`src/rtl/pin4_mux_defines.svh`:
```
// offsets, field positions, reset values and the function list of the pin 4 output mux
// Function
// - source field bits 4:2: rx ports 0-3, 100 device status, 101 reserved, 110/111 tx ports
// - rx port source, select 000-011 drives remote pin states 0-3 of that port
// - rx port source, select 100 lock, 101 pass, 110 frame valid, 111 line valid
// - device status source, select 000 drives the stored pin 0 drive value
// - device status, 001 OR of enabled lock, 010 AND of enabled pass
// - device status, select codes 011 and 101 to 111 are reserved
// - device status, select 100 drives the frame sync pulse
// - tx port source, 000 AND and 001 OR of selected rx port pass
// - tx port source, 010 frame valid, 011 line valid of that tx port
// - tx port source, 100 synchronized, 101 port interrupt, 110/111 reserved
// - bit 1 holds a software value driven when local value is chosen and LOCAL_IS_PIN0 is 0
// - driver enabled only while bit 0 is 1
// - control register at 0x14, read/write, resets to 0x00
`ifndef PIN4_MUX_DEFINES_SVH
`define PIN4_MUX_DEFINES_SVH

// ---------------------------------------------
// register map
// ---------------------------------------------
`define PIN4_CTL_ADDR 8'h14
`define RX_ENABLE_ADDR 8'h20
`define TX_RX_SEL_ADDR 8'h24
`define PIN4_STATUS_ADDR 8'h28

// ---------------------------------------------
// reset values
// ---------------------------------------------
`define PIN4_CTL_RESET 8'h00
`define RX_ENABLE_RESET 4'hf
`define TX_RX_SEL_RESET 8'hff

// ---------------------------------------------
// field positions
// ---------------------------------------------
`define CTL_EN_BIT 0
`define CTL_VAL_BIT 1
`define CTL_SRC_LSB 2
`define CTL_SRC_MSB 4
`define CTL_SEL_LSB 5
`define CTL_SEL_MSB 7

// ---------------------------------------------
// per-source reserved select codes, one bit per code
// ---------------------------------------------
`define DEV_RSVD_MASK 8'he8
`define TX_RSVD_MASK 8'hc0

`endif

```
`src/rtl/pin4_mux_pkg.sv`:
```
// types shared by the pin 4 output mux
package pin4_mux_pkg;

  // ---------------------------------------------
  // output source codes
  // ---------------------------------------------
  typedef enum logic [2:0] {
    SRC_RX0 = 3'b000,
    SRC_RX1 = 3'b001,
    SRC_RX2 = 3'b010,
    SRC_RX3 = 3'b011,
    SRC_DEV = 3'b100,
    SRC_RSVD = 3'b101,
    SRC_TX0 = 3'b110,
    SRC_TX1 = 3'b111
  } source_t;

  // ---------------------------------------------
  // bus slave states
  // ---------------------------------------------
  typedef enum logic [1:0] {
    ST_IDLE = 2'b00,
    ST_ACK = 2'b01,
    ST_DONE = 2'b10
  } bus_state_t;

endpackage : pin4_mux_pkg

```
`src/rtl/pin_sel_if.sv`:
```
// control and source bundle between the register block and the signal mux
`timescale 1ns/10ps
interface pin_sel_if;
  logic [2:0] source;
  logic [2:0] select;
  logic localVal;
  logic [15:0] rxRemote;
  logic [3:0] rxLock;
  logic [3:0] rxPass;
  logic [3:0] rxFv;
  logic [3:0] rxLv;
  logic [3:0] rxEnable;
  logic [7:0] txRxSel;
  logic [1:0] txFv;
  logic [1:0] txLv;
  logic [1:0] txSync;
  logic [1:0] txIrq;
  logic frameSyncIn;
  logic level;
  logic reservedCode;

  modport ctrl (
    output source, select, localVal, rxRemote, rxLock, rxPass, rxFv, rxLv,
    output rxEnable, txRxSel, txFv, txLv, txSync, txIrq, frameSyncIn,
    input level, reservedCode
  );
  modport mux (
    input source, select, localVal, rxRemote, rxLock, rxPass, rxFv, rxLv,
    input rxEnable, txRxSel, txFv, txLv, txSync, txIrq, frameSyncIn,
    output level, reservedCode
  );
endinterface : pin_sel_if

```
`src/rtl/pin4_signal_mux.sv`:
```
// combinational selection of the pin 4 drive level
`timescale 1ns/10ps
`include "pin4_mux_defines.svh"
module pin4_signal_mux (
  pin_sel_if.mux sel
);

  // ---------------------------------------------
  // helpers
  // ---------------------------------------------
  // empty mask counts as not passing, so no port means no pass
  function automatic logic allOf(input logic [3:0] val, input logic [3:0] mask);
    allOf = (mask != 4'h0) && ((val & mask) == mask);
  endfunction : allOf

  function automatic logic anyOf(input logic [3:0] val, input logic [3:0] mask);
    anyOf = (val & mask) != 4'h0;
  endfunction : anyOf

  // ---------------------------------------------
  // rx port source
  // ---------------------------------------------
  wire [1:0] rxIdx = sel.source[1:0];
  wire [3:0] rxPins = sel.rxRemote[{rxIdx, 2'b00} +: 4];
  wire [7:0] rxVec = {sel.rxLv[rxIdx], sel.rxFv[rxIdx], sel.rxPass[rxIdx],
                      sel.rxLock[rxIdx], rxPins};

  // ---------------------------------------------
  // device status source
  // ---------------------------------------------
  wire devLock = anyOf(sel.rxLock, sel.rxEnable);
  wire devPass = allOf(sel.rxPass, sel.rxEnable);
  wire [7:0] devVec = {3'h0, sel.frameSyncIn, 1'b0, devPass, devLock, sel.localVal};

  // ---------------------------------------------
  // tx port source
  // ---------------------------------------------
  wire txIdx = sel.source[0];
  wire [3:0] txMask = txIdx ? sel.txRxSel[7:4] : sel.txRxSel[3:0];
  wire [7:0] txVec = {2'h0, sel.txIrq[txIdx], sel.txSync[txIdx], sel.txLv[txIdx],
                      sel.txFv[txIdx], anyOf(sel.rxPass, txMask),
                      allOf(sel.rxPass, txMask)};

  // ---------------------------------------------
  // final pick
  // ---------------------------------------------
  wire isRx = ~sel.source[2];
  wire isDev = sel.source == pin4_mux_pkg::SRC_DEV;
  wire isTx = sel.source[2] & sel.source[1];
  wire [7:0] rsvdMask = isDev ? `DEV_RSVD_MASK : (isTx ? `TX_RSVD_MASK : 8'h00);

  assign sel.reservedCode = (sel.source == pin4_mux_pkg::SRC_RSVD) | rsvdMask[sel.select];
  assign sel.level = sel.reservedCode ? 1'b0 :
                     isRx ? rxVec[sel.select] :
                     isDev ? devVec[sel.select] :
                     txVec[sel.select];

endmodule : pin4_signal_mux

```
`src/rtl/gpio4_output_source_mux.sv`:
```
// pin 4 output control: apb register slave, source mux and registered pin drive
`timescale 1ns/10ps
`include "pin4_mux_defines.svh"
module gpio4_output_source_mux #(
  parameter bit LOCAL_IS_PIN0 = 1'b1
) (
  input wire logic ref_clk,
  input wire logic arst_n,
  input wire logic psel,
  input wire logic penable,
  input wire logic pwrite,
  input wire logic [7:0] paddr,
  input wire logic [31:0] pwdata,
  output logic [31:0] prdata,
  output logic pready,
  output logic pslverr,
  input wire logic [15:0] rxRemotePins,
  input wire logic [3:0] rxLock,
  input wire logic [3:0] rxPass,
  input wire logic [3:0] rxFrameValid,
  input wire logic [3:0] rxLineValid,
  input wire logic pin0DriveValue,
  input wire logic frameSyncPulse,
  input wire logic [1:0] txFrameValid,
  input wire logic [1:0] txLineValid,
  input wire logic [1:0] txSynced,
  input wire logic [1:0] txInterrupt,
  output logic pin4Out,
  output logic pin4OutEn
);

  // ---------------------------------------------
  // register state
  // ---------------------------------------------
  logic [7:0] ctl_ff;
  logic [7:0] nxt_ctl;
  logic [3:0] rxEnable_ff;
  logic [3:0] nxt_rxEnable;
  logic [7:0] txRxSel_ff;
  logic [7:0] nxt_txRxSel;

  // ---------------------------------------------
  // bus slave state
  // ---------------------------------------------
  pin4_mux_pkg::bus_state_t state_ff;
  pin4_mux_pkg::bus_state_t nxt_state;
  logic pready_ff;
  logic nxt_pready;
  logic pslverr_ff;
  logic nxt_pslverr;
  logic [31:0] prdata_ff;
  logic [31:0] nxt_prdata;

  // ---------------------------------------------
  // pin drive state
  // ---------------------------------------------
  logic pin4Out_ff;
  logic nxt_pin4Out;
  logic pin4OutEn_ff;
  logic nxt_pin4OutEn;
  logic reserved_ff;
  logic nxt_reserved;

  // ---------------------------------------------
  // control fields
  // ---------------------------------------------
  wire driveEnable = ctl_ff[`CTL_EN_BIT];
  wire driveValue = ctl_ff[`CTL_VAL_BIT];
  wire [2:0] sourceField = ctl_ff[`CTL_SRC_MSB:`CTL_SRC_LSB];
  wire [2:0] selectField = ctl_ff[`CTL_SEL_MSB:`CTL_SEL_LSB];

  // ---------------------------------------------
  // source mux
  // ---------------------------------------------
  pin_sel_if selBus ();

  assign selBus.source = sourceField;
  assign selBus.select = selectField;
  // which bit feeds the local value depends on how the pins are grouped
  assign selBus.localVal = LOCAL_IS_PIN0 ? pin0DriveValue : driveValue;
  assign selBus.rxRemote = rxRemotePins;
  assign selBus.rxLock = rxLock;
  assign selBus.rxPass = rxPass;
  assign selBus.rxFv = rxFrameValid;
  assign selBus.rxLv = rxLineValid;
  assign selBus.rxEnable = rxEnable_ff;
  assign selBus.txRxSel = txRxSel_ff;
  assign selBus.txFv = txFrameValid;
  assign selBus.txLv = txLineValid;
  assign selBus.txSync = txSynced;
  assign selBus.txIrq = txInterrupt;
  assign selBus.frameSyncIn = frameSyncPulse;

  pin4_signal_mux u_mux (
    .sel(selBus)
  );

  // ---------------------------------------------
  // address decode
  // ---------------------------------------------
  wire hitCtl = paddr == `PIN4_CTL_ADDR;
  wire hitRxEn = paddr == `RX_ENABLE_ADDR;
  wire hitTxSel = paddr == `TX_RX_SEL_ADDR;
  wire hitStatus = paddr == `PIN4_STATUS_ADDR;
  wire hitAny = hitCtl | hitRxEn | hitTxSel | hitStatus;

  // status is read-only; writes to it are accepted and dropped
  wire [31:0] statusWord = {29'h0, reserved_ff, pin4OutEn_ff, pin4Out_ff};

  wire [31:0] readWord = hitCtl ? {24'h0, ctl_ff} :
                         hitRxEn ? {28'h0, rxEnable_ff} :
                         hitTxSel ? {24'h0, txRxSel_ff} :
                         hitStatus ? statusWord :
                         32'h0;

  // ---------------------------------------------
  // transfer phases
  // ---------------------------------------------
  // one wait state keeps pready and prdata straight from flops
  wire accessStart = psel & penable & (state_ff == pin4_mux_pkg::ST_IDLE);
  wire accessDone = psel & penable & (state_ff == pin4_mux_pkg::ST_ACK);
  wire doWrite = accessDone & pwrite & hitAny;

  always_comb begin
    nxt_state = state_ff;
    unique case (state_ff)
      pin4_mux_pkg::ST_IDLE: begin
        if (accessStart) begin
          nxt_state = pin4_mux_pkg::ST_ACK;
        end
      end
      pin4_mux_pkg::ST_ACK: begin
        nxt_state = pin4_mux_pkg::ST_DONE;
      end
      pin4_mux_pkg::ST_DONE: begin
        nxt_state = pin4_mux_pkg::ST_IDLE;
      end
      default: begin
        nxt_state = pin4_mux_pkg::ST_IDLE;
      end
    endcase
  end

  assign nxt_pready = accessStart;
  assign nxt_pslverr = accessStart & ~hitAny;
  assign nxt_prdata = (accessStart & ~pwrite) ? readWord : 32'h0;

  // ---------------------------------------------
  // register writes
  // ---------------------------------------------
  assign nxt_ctl = (doWrite & hitCtl) ? pwdata[7:0] : ctl_ff;
  assign nxt_rxEnable = (doWrite & hitRxEn) ? pwdata[3:0] : rxEnable_ff;
  assign nxt_txRxSel = (doWrite & hitTxSel) ? pwdata[7:0] : txRxSel_ff;

  // ---------------------------------------------
  // pin drive
  // ---------------------------------------------
  assign nxt_pin4OutEn = driveEnable;
  // level held low while off so the pad never sees a stale value
  assign nxt_pin4Out = driveEnable & selBus.level;
  assign nxt_reserved = selBus.reservedCode;

  // ---------------------------------------------
  // flops
  // ---------------------------------------------
  always_ff @(posedge ref_clk or negedge arst_n) begin
    if (!arst_n) begin
      state_ff <= pin4_mux_pkg::ST_IDLE;
      pready_ff <= 1'b0;
      pslverr_ff <= 1'b0;
      prdata_ff <= 32'h0;
    end else begin
      state_ff <= nxt_state;
      pready_ff <= nxt_pready;
      pslverr_ff <= nxt_pslverr;
      prdata_ff <= nxt_prdata;
    end
  end

  always_ff @(posedge ref_clk or negedge arst_n) begin
    if (!arst_n) begin
      ctl_ff <= `PIN4_CTL_RESET;
      rxEnable_ff <= `RX_ENABLE_RESET;
      txRxSel_ff <= `TX_RX_SEL_RESET;
    end else begin
      ctl_ff <= nxt_ctl;
      rxEnable_ff <= nxt_rxEnable;
      txRxSel_ff <= nxt_txRxSel;
    end
  end

  always_ff @(posedge ref_clk or negedge arst_n) begin
    if (!arst_n) begin
      pin4Out_ff <= 1'b0;
      pin4OutEn_ff <= 1'b0;
      reserved_ff <= 1'b0;
    end else begin
      pin4Out_ff <= nxt_pin4Out;
      pin4OutEn_ff <= nxt_pin4OutEn;
      reserved_ff <= nxt_reserved;
    end
  end

  // ---------------------------------------------
  // outputs
  // ---------------------------------------------
  assign prdata = prdata_ff;
  assign pready = pready_ff;
  assign pslverr = pslverr_ff;
  assign pin4Out = pin4Out_ff;
  assign pin4OutEn = pin4OutEn_ff;

endmodule : gpio4_output_source_mux

```
`config.mk`:
```
export PLATFORM = sky130hd
export DESIGN_NAME = gpio4_output_source_mux
export DESIGN_NICKNAME = d
export VERILOG_FILES = /design/src/rtl/pin4_mux_pkg.sv /design/src/rtl/pin_sel_if.sv /design/src/rtl/pin4_signal_mux.sv /design/src/rtl/gpio4_output_source_mux.sv
export VERILOG_INCLUDE_DIRS = /design/src /design/src/rtl
export SDC_FILE = /design/constraint.sdc
export NUM_CORES = 1
export LEC_CHECK = 0
export BUFFER_PORTS_ARGS = -buffer_cell sky130_fd_sc_hd__buf_2
export CAP_MARGIN = 20
export CORE_UTILIZATION = 30
export DETAILED_ROUTE_END_ITERATION = 16
export PLACE_DENSITY = 0.63
export SLEW_MARGIN = 40
export SYNTH_ARGS = -nofsm -noshare
export SYNTH_HDL_FRONTEND = slang
export SYNTH_SLANG_ARGS = --single-unit
export TNS_END_PERCENT = 50
```
`constraint.sdc`:
```
create_clock -name ref_clk -period 2.31 [get_ports ref_clk]
set_input_delay 0.462 -clock ref_clk [delete_from_list [all_inputs] [get_ports ref_clk]]
set_output_delay 0.462 -clock ref_clk [all_outputs]
set_load 0.02 [all_outputs]
```
== Yosys cells after proc, flatten, opt, wreduce, memory -nomap -nowiden ==
Index checks and enable logic that the tools add are counted.

* Output and inout bits: 36
* Bits in registers: 35
* Bits of input ports: 87

* $lt $le $gt $ge: 3
* Reduce and logical (&&, ||, !) cells: 7
* Bitwise operators: 21
* Eq/ne operators: 10
* Shift-type cells: 1
* Multiplexer cells: 37

{| class="wikitable"
|+ Operator list
! operator !! count
|-
| two-way mux 8 bit || 6
|-
| equality test 8 x 6 -> 1 bit (second input constant) || 3
|-
| two-way mux 1 bit || 19
|-
| nonzero test 4 bit || 4
|-
| indexed part select 16 x 5 -> 4 bit || 1
|-
| AND 1 bit || 12
|-
| AND 4 bit || 3
|-
| binary-select mux 1 bit (select 3 bit) || 4
|-
| binary-select mux 1 bit (select 2 bit) || 4
|-
| equality test 4 bit || 2
|-
| equality test 8 x 5 -> 1 bit (second input constant) || 1
|-
| equality test 3 bit (second input constant) || 2
|-
| less-than comparator 3 x 4 -> 1 bit (second input constant) || 1
|-
| two-way mux 4 bit || 1
|-
| bitwise OR 1 bit || 4
|-
| one-hot mux 2 bit (2 select lines) || 1
|-
| less-than comparator 2 x 3 -> 1 bit (second input constant) || 1
|-
| two-way mux 3 bit || 1
|-
| equality test 2 x 1 -> 1 bit (second input constant) || 1
|-
| logical AND 1 bit || 2
|-
| logical NOT 2 bit || 1
|-
| less-than comparator 1 x 2 -> 1 bit (second input constant) || 1
|-
| two-way mux 2 bit || 1
|-
| inequality test 2 bit (second input constant) || 1
|-
| NOT 1 bit || 2
|}

== Logic depth before layout (Yosys ltp) ==
Gate-level depths: netlist (run 1).

* Depth after elaboration: 10
* Gate-level depth with buffers: 7
* Mapped depth without buffers: 5

== Cells and area by module ==
A second synthesis (run 1) with hierarchy kept.

* Cells, all modules: 210
* Area total of the unflattened synthesis: 2366.0 µm²

{| class="wikitable"
|+ By module, submodules not included
! module !! times used !! cells an instance !! area each (µm²)
|-
| gpio4_output_source_mux || 1 || 138 || 1751.7
|-
| pin4_signal_mux || 1 || 72 || 614.3
|}

== Least setup slack after synthesis (run 1) ==
No wires, ideal clock.

* Path kind: input-to-reg
* From: input paddr[7]
* To: register ctl_ff[1]
* Cell stages on the path: 5
* Data required time: 2.185 ns
* Data arrival time: 1.983 ns
* Path slack: 0.202 ns
* Cells stage by stage: or4_4 -> buf_6 -> nor4_1 -> buf_2 -> mux2_2

* Cells in the longest elaborated chain, start to end: 6

{| class="wikitable"
|+ RTL lines
! item !! RTL line !! source
|-
| start: declaration || gpio4_output_source_mux.sv:12 || <nowiki>input wire logic [7:0] paddr,</nowiki>
|-
| equality test 8 x 5 -> 1 bit (no line) or equality test 8 x 6 -> 1 bit (tied branches) || n/a ||
|-
| bitwise OR 1 bit (3 in series) || gpio4_output_source_mux.sv:105 || <nowiki>wire hitAny = hitCtl | hitRxEn | hitTxSel | hitStatus;</nowiki>
|-
| AND 1 bit || gpio4_output_source_mux.sv:122 || <nowiki>wire doWrite = accessDone & pwrite & hitAny;</nowiki>
|-
| AND 1 bit (*) || gpio4_output_source_mux.sv:151 || <nowiki>assign nxt_ctl = (doWrite & hitCtl) ? pwdata[7:0] : ctl_ff;</nowiki>
|-
| end signal: assignment || gpio4_output_source_mux.sv:182 || <nowiki>ctl_ff <= `PIN4_CTL_RESET;</nowiki>
|-
| end signal: assignment || gpio4_output_source_mux.sv:186 || <nowiki>ctl_ff <= nxt_ctl;</nowiki>
|-
| end: declaration || gpio4_output_source_mux.sv:35 || <nowiki>logic [7:0] ctl_ff;</nowiki>
|}

Mark *: on every way between the ends. The rest lies on a longest branch, timed or not.
A chain may end at the register's enable or synchronous reset.

== Worst setup path in the final report (run 1) ==
* From: register ctl_ff[2]
* To: register pin4Out_ff, in the netlist pin4Out

* Cells in the longest elaborated chain, start to end: 10

{| class="wikitable"
|+ RTL lines
! item !! RTL line !! source
|-
| two-way mux 4 bit || pin4_signal_mux.sv:39 || <nowiki>wire [3:0] txMask = txIdx ? sel.txRxSel[7:4] : sel.txRxSel[3:0];</nowiki>
|-
| AND 4 bit || pin4_signal_mux.sv:13, pin4_signal_mux.sv:17 ||
|-
| equality test 4 bit || pin4_signal_mux.sv:13 || <nowiki>allOf = (mask != 4'h0) && ((val & mask) == mask);</nowiki>
|-
| logical AND 1 bit || pin4_signal_mux.sv:13 ||
|-
| binary-select mux 1 bit (select 3 bit) || pin4_signal_mux.sv:56 || <nowiki>txVec[sel.select];</nowiki>
|-
| two-way mux 1 bit (not written as such) || pin4_signal_mux.sv:56 ||
|-
| two-way mux 1 bit || pin4_signal_mux.sv:55 || <nowiki>isDev ? devVec[sel.select] :</nowiki>
|-
| two-way mux 1 bit || pin4_signal_mux.sv:54 || <nowiki>isRx ? rxVec[sel.select] :</nowiki>
|-
| two-way mux 1 bit (*) || pin4_signal_mux.sv:53 || <nowiki>assign sel.level = sel.reservedCode ? 1'b0 :</nowiki>
|-
| AND 1 bit (*) || gpio4_output_source_mux.sv:160 || <nowiki>assign nxt_pin4Out = driveEnable & selBus.level;</nowiki>
|-
| via nxt_pin4Out || gpio4_output_source_mux.sv:58 || <nowiki>logic nxt_pin4Out;</nowiki>
|-
| end signal: assignment || gpio4_output_source_mux.sv:198 || <nowiki>pin4Out_ff <= nxt_pin4Out;</nowiki>
|-
| end: declaration || gpio4_output_source_mux.sv:57 || <nowiki>logic pin4Out_ff;</nowiki>
|}

The timed path passes the listed nets; every way through them passes the cells marked *. The select of a mux whose other input is x is not followed.

==> results of run 1 <==
area by class of cell:
type                    count  area (um2)
clock inverters             1       5.005
fillers                   746        4539
inverters                   9       33.78
well taps                  99       123.9
multi-input cells         154        1229
repair buffers             79       422.9
clock buffers               7       86.33
flip-flops and latches     35       890.9
layer usage:
layer | vias up | wire length [um] | share of wire [%] | GRT usage (%)
met3 | 4 | 309 | 5.6 | 4.388
li1 | 877 | - | - | -
met5 | - | 0 | 0 | 0
met4 | 0 | 27 | 0.49 | 3.030
met1 | 888 | 2456 | 44 | 18.70
met2 | 65 | 2757 | 50 | 23.42
worst register-to-register path, delay by kind of cell (launching register included):
family,cells,cell delay (ps)
flip-flops,1,390
buffers and inverters,1,190
multiplexers,2,670
AO/OA/AOI/OAI,3,570
cells by family after synthesis:
kind of cell,share of synthesized area (%)
simple gates,12.53
compound gates,14.32
buf+inv,11.88
mux,22.51
flops,38.61
other cells,0.1625
cells in the final DEF, fill, tap and decap left out, types with 3 or more instances in the layout:
| cell | count |
|---|---|
| sky130_fd_sc_hd__nor4_1 | 3 |
| sky130_fd_sc_hd__buf_4 | 5 |
| sky130_fd_sc_hd__conb_1 | 24 |
| sky130_fd_sc_hd__mux4_2 | 9 |
| sky130_fd_sc_hd__mux2_2 | 9 |
| sky130_fd_sc_hd__a21oi_1 | 5 |
| sky130_fd_sc_hd__nand2b_1 | 4 |
| sky130_fd_sc_hd__nor2_1 | 15 |
| sky130_fd_sc_hd__dfstp_2 | 12 |
| sky130_fd_sc_hd__dfrtp_1 | 23 |
| sky130_fd_sc_hd__inv_1 | 9 |
| sky130_fd_sc_hd__a22oi_1 | 11 |
| sky130_fd_sc_hd__o21ai_0 | 9 |
| sky130_fd_sc_hd__mux2i_1 | 5 |
| sky130_fd_sc_hd__mux2_4 | 8 |
| sky130_fd_sc_hd__clkbuf_8 | 6 |
| sky130_fd_sc_hd__buf_2 | 73 |
| sky130_fd_sc_hd__nand2_1 | 9 |
| sky130_fd_sc_hd__mux2_1 | 4 |
report_power, final:
part	switching [mW]	internal, mW	total [mW]
clock	0.209	0.240	0.449
sequential	0.00380	0.619	0.623
combinational	0.0936	0.0652	0.159
total	0.306	0.924	1.23
metrics by stage:
step | std cells | power, mW | setup slack (ps) | cell area (um2) | util (%)
global route | 384 | 1.301 | 167.7 | 2791 | 38.08
detailed placement | 376 | 0.7931 | 137.1 | 2698 | 36.80
floorplan | 233 | 0.7451 | 201.7 | 2394 | -
CTS | 384 | 1.255 | 328.8 | 2789 | 38.04
global placement | 376 | 0.7898 | 146.9 | 2698 | 36.80
finish | 384 | 1.231 | 356.3 | 2791 | 38.08
final timing paths:
check / from / endpoint / slack [ps]
worst max-delay path: ctl_ff[2] / pin4Out / 360
worst min-delay path: arst_n / prdata[2] / 120
worst max register to register: ctl_ff[2] / pin4Out / 360
worst min register to register: state_ff[1] / state_ff[1] / 430
max in group asynchronous: arst_n / rxEnable_ff[0] / 1850
min in group ref_clk: pwdata[6] / ctl_ff[6] / 410
sequential cells by signal, summed over array words and instances, names as in the netlist:
register and cells:
ctl_ff 8, pin4Out 1, pin4OutEn 1, prdata 8
pready 1, pslverr 1, reserved_ff 1, rxEnable_ff 4
selBus.txRxSel 8, state_ff 2
==> results.json, run 1 <==
{
  "dpl.hpwl_um": 4390,
  "clockRootBuffer": "sky130_fd_sc_hd__clkbuf_8",
  "crit_cells": 6,
  "yosys.cell_types.count": 52,
  "cp_slowest_stage_delay_ps": 500,
  "post-synth-top-area-cell": "sky130_fd_sc_hd__dfrtp_1",
  "report.final.hold_viol_count": 0,
  "cell_breakdown_of_the_critical_path": "buf_12 > mux4_2 > mux2i_1 > a211oi_1 > o311ai_0 > a21oi_1",
  "fp.dieH_um": 89.70,
  "ports_placed_on_the_boundary": 123,
  "insertedDiodeCount": 0,
  "number_of_global_route_vias_before_repair": 1750,
  "hold_path.class": "input pin to async pin",
  "grt_pass1_wl_um": 8590,
  "std_cell_rows": 31,
  "cts_sinks": 35,
  "tritoncts": "yes",
  "outcome": "complete, no violations",
  "first_pass_iters": 4,
  "path_buf_inv": 1,
  "data_arrival_at_the_endpoint_of_the_critical_path_ps": 2100,
  "p_per_area_nw_per_um2": 440.8,
  "synth_edf_count": 0,
  "post-route-drc-count": 0,
  "cellLeakagePower_nw": 1.363,
  "routed-via-count": 1834,
  "kind_of_start_point_of_the_critical_path": "flop",
  "fp.dieW_um": 89.70,
  "setup_viol": 0,
  "crit_fanout": 20,
  "area_growth_from_synthesis_to_layout_pct": 20.99,
  "global_route.overflow_total": 0,
  "totalNegativeSetupSlack_ps": 0,
  "ys.flop_type": "sky130_fd_sc_hd__dfrtp_1",
  "number_of_buffers_inserted_to_repair_setup_after_cts": 0,
  "fmaxAchievable_mhz": 511.8,
  "drt_via_density": 4.776,
  "yosys_warnings": 0,
  "port_buffer_count": 74,
  "rsz_0062_raised_after_global_routing": "no",
  "ys_ff_latch": 35,
  "final_max_slew_viol_count": 0,
  "cts.hold.buffers_added": 0,
  "fraction_of_layout_instances_using_a_drive_strength_above_1_pct": 45.96,
  "critical_path.top_delay_family": "multiplexers",
  "initial_core_util_pct": 31.47,
  "ys_seq_area_share_pct": 38.61,
  "drtAntennaViolNets": 0,
  "finClkSkew_ps": 4.490,
  "portion_of_the_clock_cycle_consumed_by_the_worst_path_in_the_final_layout_pct": 84.58,
  "cts_repair_resize_count": 0,
  "mean_syn_cell_area_um2": 10.99,
  "core_region_area_um2": 7331,
  "synthTopCellsByArea": "sky130_fd_sc_hd__dfrtp_1 25%, sky130_fd_sc_hd__dfstp_2 14%, sky130_fd_sc_hd__mux4_2 8.8%",
  "fin_crit_ps": 1954,
  "syn-instance-count": 210,
  "synthArstFlopShare_pct": 100.0,
  "fin_hold_ws_ps": 121.4,
  "synth_area_um2": 2307,
  "gp_congestion": 0.8975,
  "synth.most_common_cell": "sky130_fd_sc_hd__buf_4",
  "synth_top_cell_area_share_pct": 24.95,
  "clock_latency_ps": 280,
  "critPathSlowestCell": "sky130_fd_sc_hd__mux4_2",
  "drt_first_iter_violations": 69,
  "grt_start_max_net_pins": 36,
  "power.ir.vdd_worst_mv": 0.1608,
  "max_cap_viols": 0,
  "post_drt_wl_per_cell_um": 14.46,
  "data_required_critical_path_ps": 2450,
  "gr-usage-all-layers_pct": 14.32,
  "antenna_violations_before_repair": 0,
  "worst_path_clk_slew_ps": 70,
  "area_enclosed_by_the_die_boundary_um2": 8045,
  "cts_max_path_buffers": 2,
  "cp-end-kind": "flop",
  "timing.reg2reg.worst_path_depth": 6,
  "htree_levels": 2,
  "synthTopCellsByCount": "24 x sky130_fd_sc_hd__buf_4, 23 x sky130_fd_sc_hd__dfrtp_1, 15 x sky130_fd_sc_hd__nor2_1, 12 x sky130_fd_sc_hd__dfstp_2, 11 x sky130_fd_sc_hd__a22oi_1",
  "routed_wirelength_um": 5551,
  "classification_of_the_worst_setup_path": "flop to flop",
  "numCtsBuffers": 5,
  "nNetsFinal": 371
}
Note: power is estimated with default switching activity, not from simulation.
==> inputs of run 2 (changes only) <==
==> constraint.sdc (replaced) <==
create_clock -name ref_clk -period 1.9 [get_ports ref_clk]
set_input_delay 0.38 -clock ref_clk [delete_from_list [all_inputs] [get_ports ref_clk]]
set_output_delay 0.38 -clock ref_clk [all_outputs]
set_load 0.02 [all_outputs]
==> run 2 against run 1 <==
  * First-iteration DRC count grew 58%
  * Die area is the same
  * Sequential power grew 22%
  * Global-route usage is essentially flat
  * Via count grew 2.5%
  * Utilization grew 1.6 points
  * Critical path depth is the same
  * Fmax grew 3.8%
==> results.json, run 2 (synthesized netlist as in run 1, its figures left out) <==
{
  "final_max_slew_viol_count": 0,
  "fin_hold_ws_ps": 30.53,
  "port_buffer_count": 74,
  "placed_cells": 389,
  "worst_path_clk_slew_ps": 70,
  "cp-end-kind": "flop",
  "fin_crit_ps": 1883,
  "numCtsBuffers": 5,
  "std_cell_rows": 31,
  "routed-via-count": 1879,
  "global_route.overflow_total": 0,
  "final_critical_path_setup_slack_ps": 16.90,
  "final_cell_mix": "73 x sky130_fd_sc_hd__buf_2, 24 x sky130_fd_sc_hd__conb_1, 23 x sky130_fd_sc_hd__dfrtp_1, 20 x sky130_fd_sc_hd__buf_4, 15 x sky130_fd_sc_hd__nor2_1",
  "grt_start_max_net_pins": 36,
  "fraction_of_layout_instances_using_a_drive_strength_above_1_pct": 48.67,
  "antenna_violations_before_repair": 0,
  "area_enclosed_by_the_die_boundary_um2": 8045,
  "nNetsFinal": 386,
  "ports_placed_on_the_boundary": 123,
  "gp_congestion": 0.9240,
  "dpl.hpwl_um": 4504,
  "outcome": "complete, no violations",
  "drtAntennaViolNets": 0,
  "cell_breakdown_of_the_critical_path": "buf_12 > mux2_2 > a22oi_1 > nand4_1 > a211o_1 > a21oi_1",
  "cellLeakagePower_nw": 1.414,
  "drt_first_iter_violations": 109,
  "tritoncts": "yes",
  "critPathSlowestCell": "sky130_fd_sc_hd__dfrtp_1",
  "first_pass_iters": 4,
  "critical_path.top_delay_family": "compound AO/OA/AOI/OAI gates",
  "fp.dieW_um": 89.70,
  "drt_via_density": 4.709,
  "grt_pass1_wl_um": 8590,
  "path_buf_inv": 1,
  "power.ir.vdd_worst_mv": 0.2012,
  "clock_latency_ps": 290,
  "crit_fanout": 17,
  "post-route-drc-count": 0,
  "initial_core_util_pct": 31.47,
  "gr-usage-all-layers_pct": 14.30,
  "finClkSkew_ps": 7.520,
  "place_ws_ps": -100.6,
  "post_drt_wl_per_cell_um": 13.91,
  "post_place_cell_area_um2": 2810,
  "insertedDiodeCount": 0,
  "layoutNonFillerInstCount": 399,
  "fmaxAchievable_mhz": 531.0,
  "area_growth_from_synthesis_to_layout_pct": 26.08,
  "number_of_global_route_vias_before_repair": 1745,
  "cts.hold.buffers_added": 0,
  "clockRootBuffer": "sky130_fd_sc_hd__clkbuf_8",
  "portion_of_the_clock_cycle_consumed_by_the_worst_path_in_the_final_layout_pct": 99.11,
  "classification_of_the_worst_setup_path": "flop to flop",
  "cts_max_path_buffers": 2,
  "setup_viol": 0,
  "hold_path.class": "input pin to async pin",
  "data_required_critical_path_ps": 2090,
  "data_arrival_at_the_endpoint_of_the_critical_path_ps": 2070,
  "fp.dieH_um": 89.70,
  "most_frequent_standard_cell_in_the_layout_excluding_fill_and_tap_cells": "sky130_fd_sc_hd__buf_2",
  "cts_sinks": 35,
  "max_cap_viols": 0,
  "htree_levels": 2,
  "report.final.hold_viol_count": 0,
  "routed_wirelength_um": 5550,
  "cp_slowest_stage_delay_ps": 400,
  "rsz_0062_raised_after_global_routing": "yes",
  "final_non_filler_cell_area_um2": 2909,
  "kind_of_start_point_of_the_critical_path": "flop",
  "p_per_area_nw_per_um2": 506.2,
  "final_standard_cell_utilization_of_the_core_pct": 39.68,
  "core_region_area_um2": 7331
}
## run 2: cell types whose count changed in the layout (fill, tap and decap cells not counted)
cell,change
sky130_fd_sc_hd__clkbuf_8,-1
sky130_fd_sc_hd__nor4_1,-1
sky130_fd_sc_hd__clkbuf_1,+1
sky130_fd_sc_hd__nor4_2,+1
sky130_fd_sc_hd__buf_4,+15
sky130_fd_sc_hd__o311ai_0,-1
sky130_fd_sc_hd__nand2_8,+1
sky130_fd_sc_hd__o311ai_1,+1
sky130_fd_sc_hd__nand2_4,-1
## run 2: timing repair
item,4_1_cts,5_1_grt
pin swaps,0,1
endpoints found under the setup margin,1,1
setup buffers,0,2
endpoints found under the hold margin,0,0
gates resized for setup,1,0
## run 2: through the flow
| step | total power, mW | setup TNS, ps |
|---|---|---|
| 2_1_floorplan | 0.9064 | -489.0 |
| 3_3_place_gp | 0.9686 | -1288 |
| 3_5_place_dp | 0.9709 | -1576 |
| 4_1_cts | 1.491 | 0 |
| 5_1_grt | 1.536 | -26.54 |
| 6_report | 1.472 | 0 |
## run 2: worst paths after layout
kind	start	depth (start not counted)	slack, ps	end
max reg2reg	ctl_ff[2]	6	20	pin4Out
max	ctl_ff[2]	6	20	pin4Out
min in group ref_clk	pwdata[7]	3	330	ctl_ff[7]
min	arst_n	1	30	prdata[6]
max in group asynchronous	arst_n	1	1530	selBus.txRxSel[6]
min reg2reg	state_ff[1]	1	420	state_ff[1]
## run 2: final cells by class
class / instances / area [um2]
well taps: 99 / 123.9
repair buffers: 94 / 535.5
clock inverters: 1 / 5.005
flip-flops and latches: 35 / 890.9
multi-input cells: 154 / 1244
fillers: 732 / 4422
clock buffers: 7 / 76.32
inverters: 9 / 33.78
## run 2: metal layers
metal  wire [um]  global-route usage, %
met5           0                      0
met4          30                  3.030
met3         321                  3.199
met2        2759                  23.90
met1        2439                  19.01
## run 2: report_power, final
part | total (mW) | switching, mW | internal, mW
logic | 0.200 | 0.116 | 0.0845
clock network | 0.516 | 0.258 | 0.257
registers | 0.757 | 0.00422 | 0.752
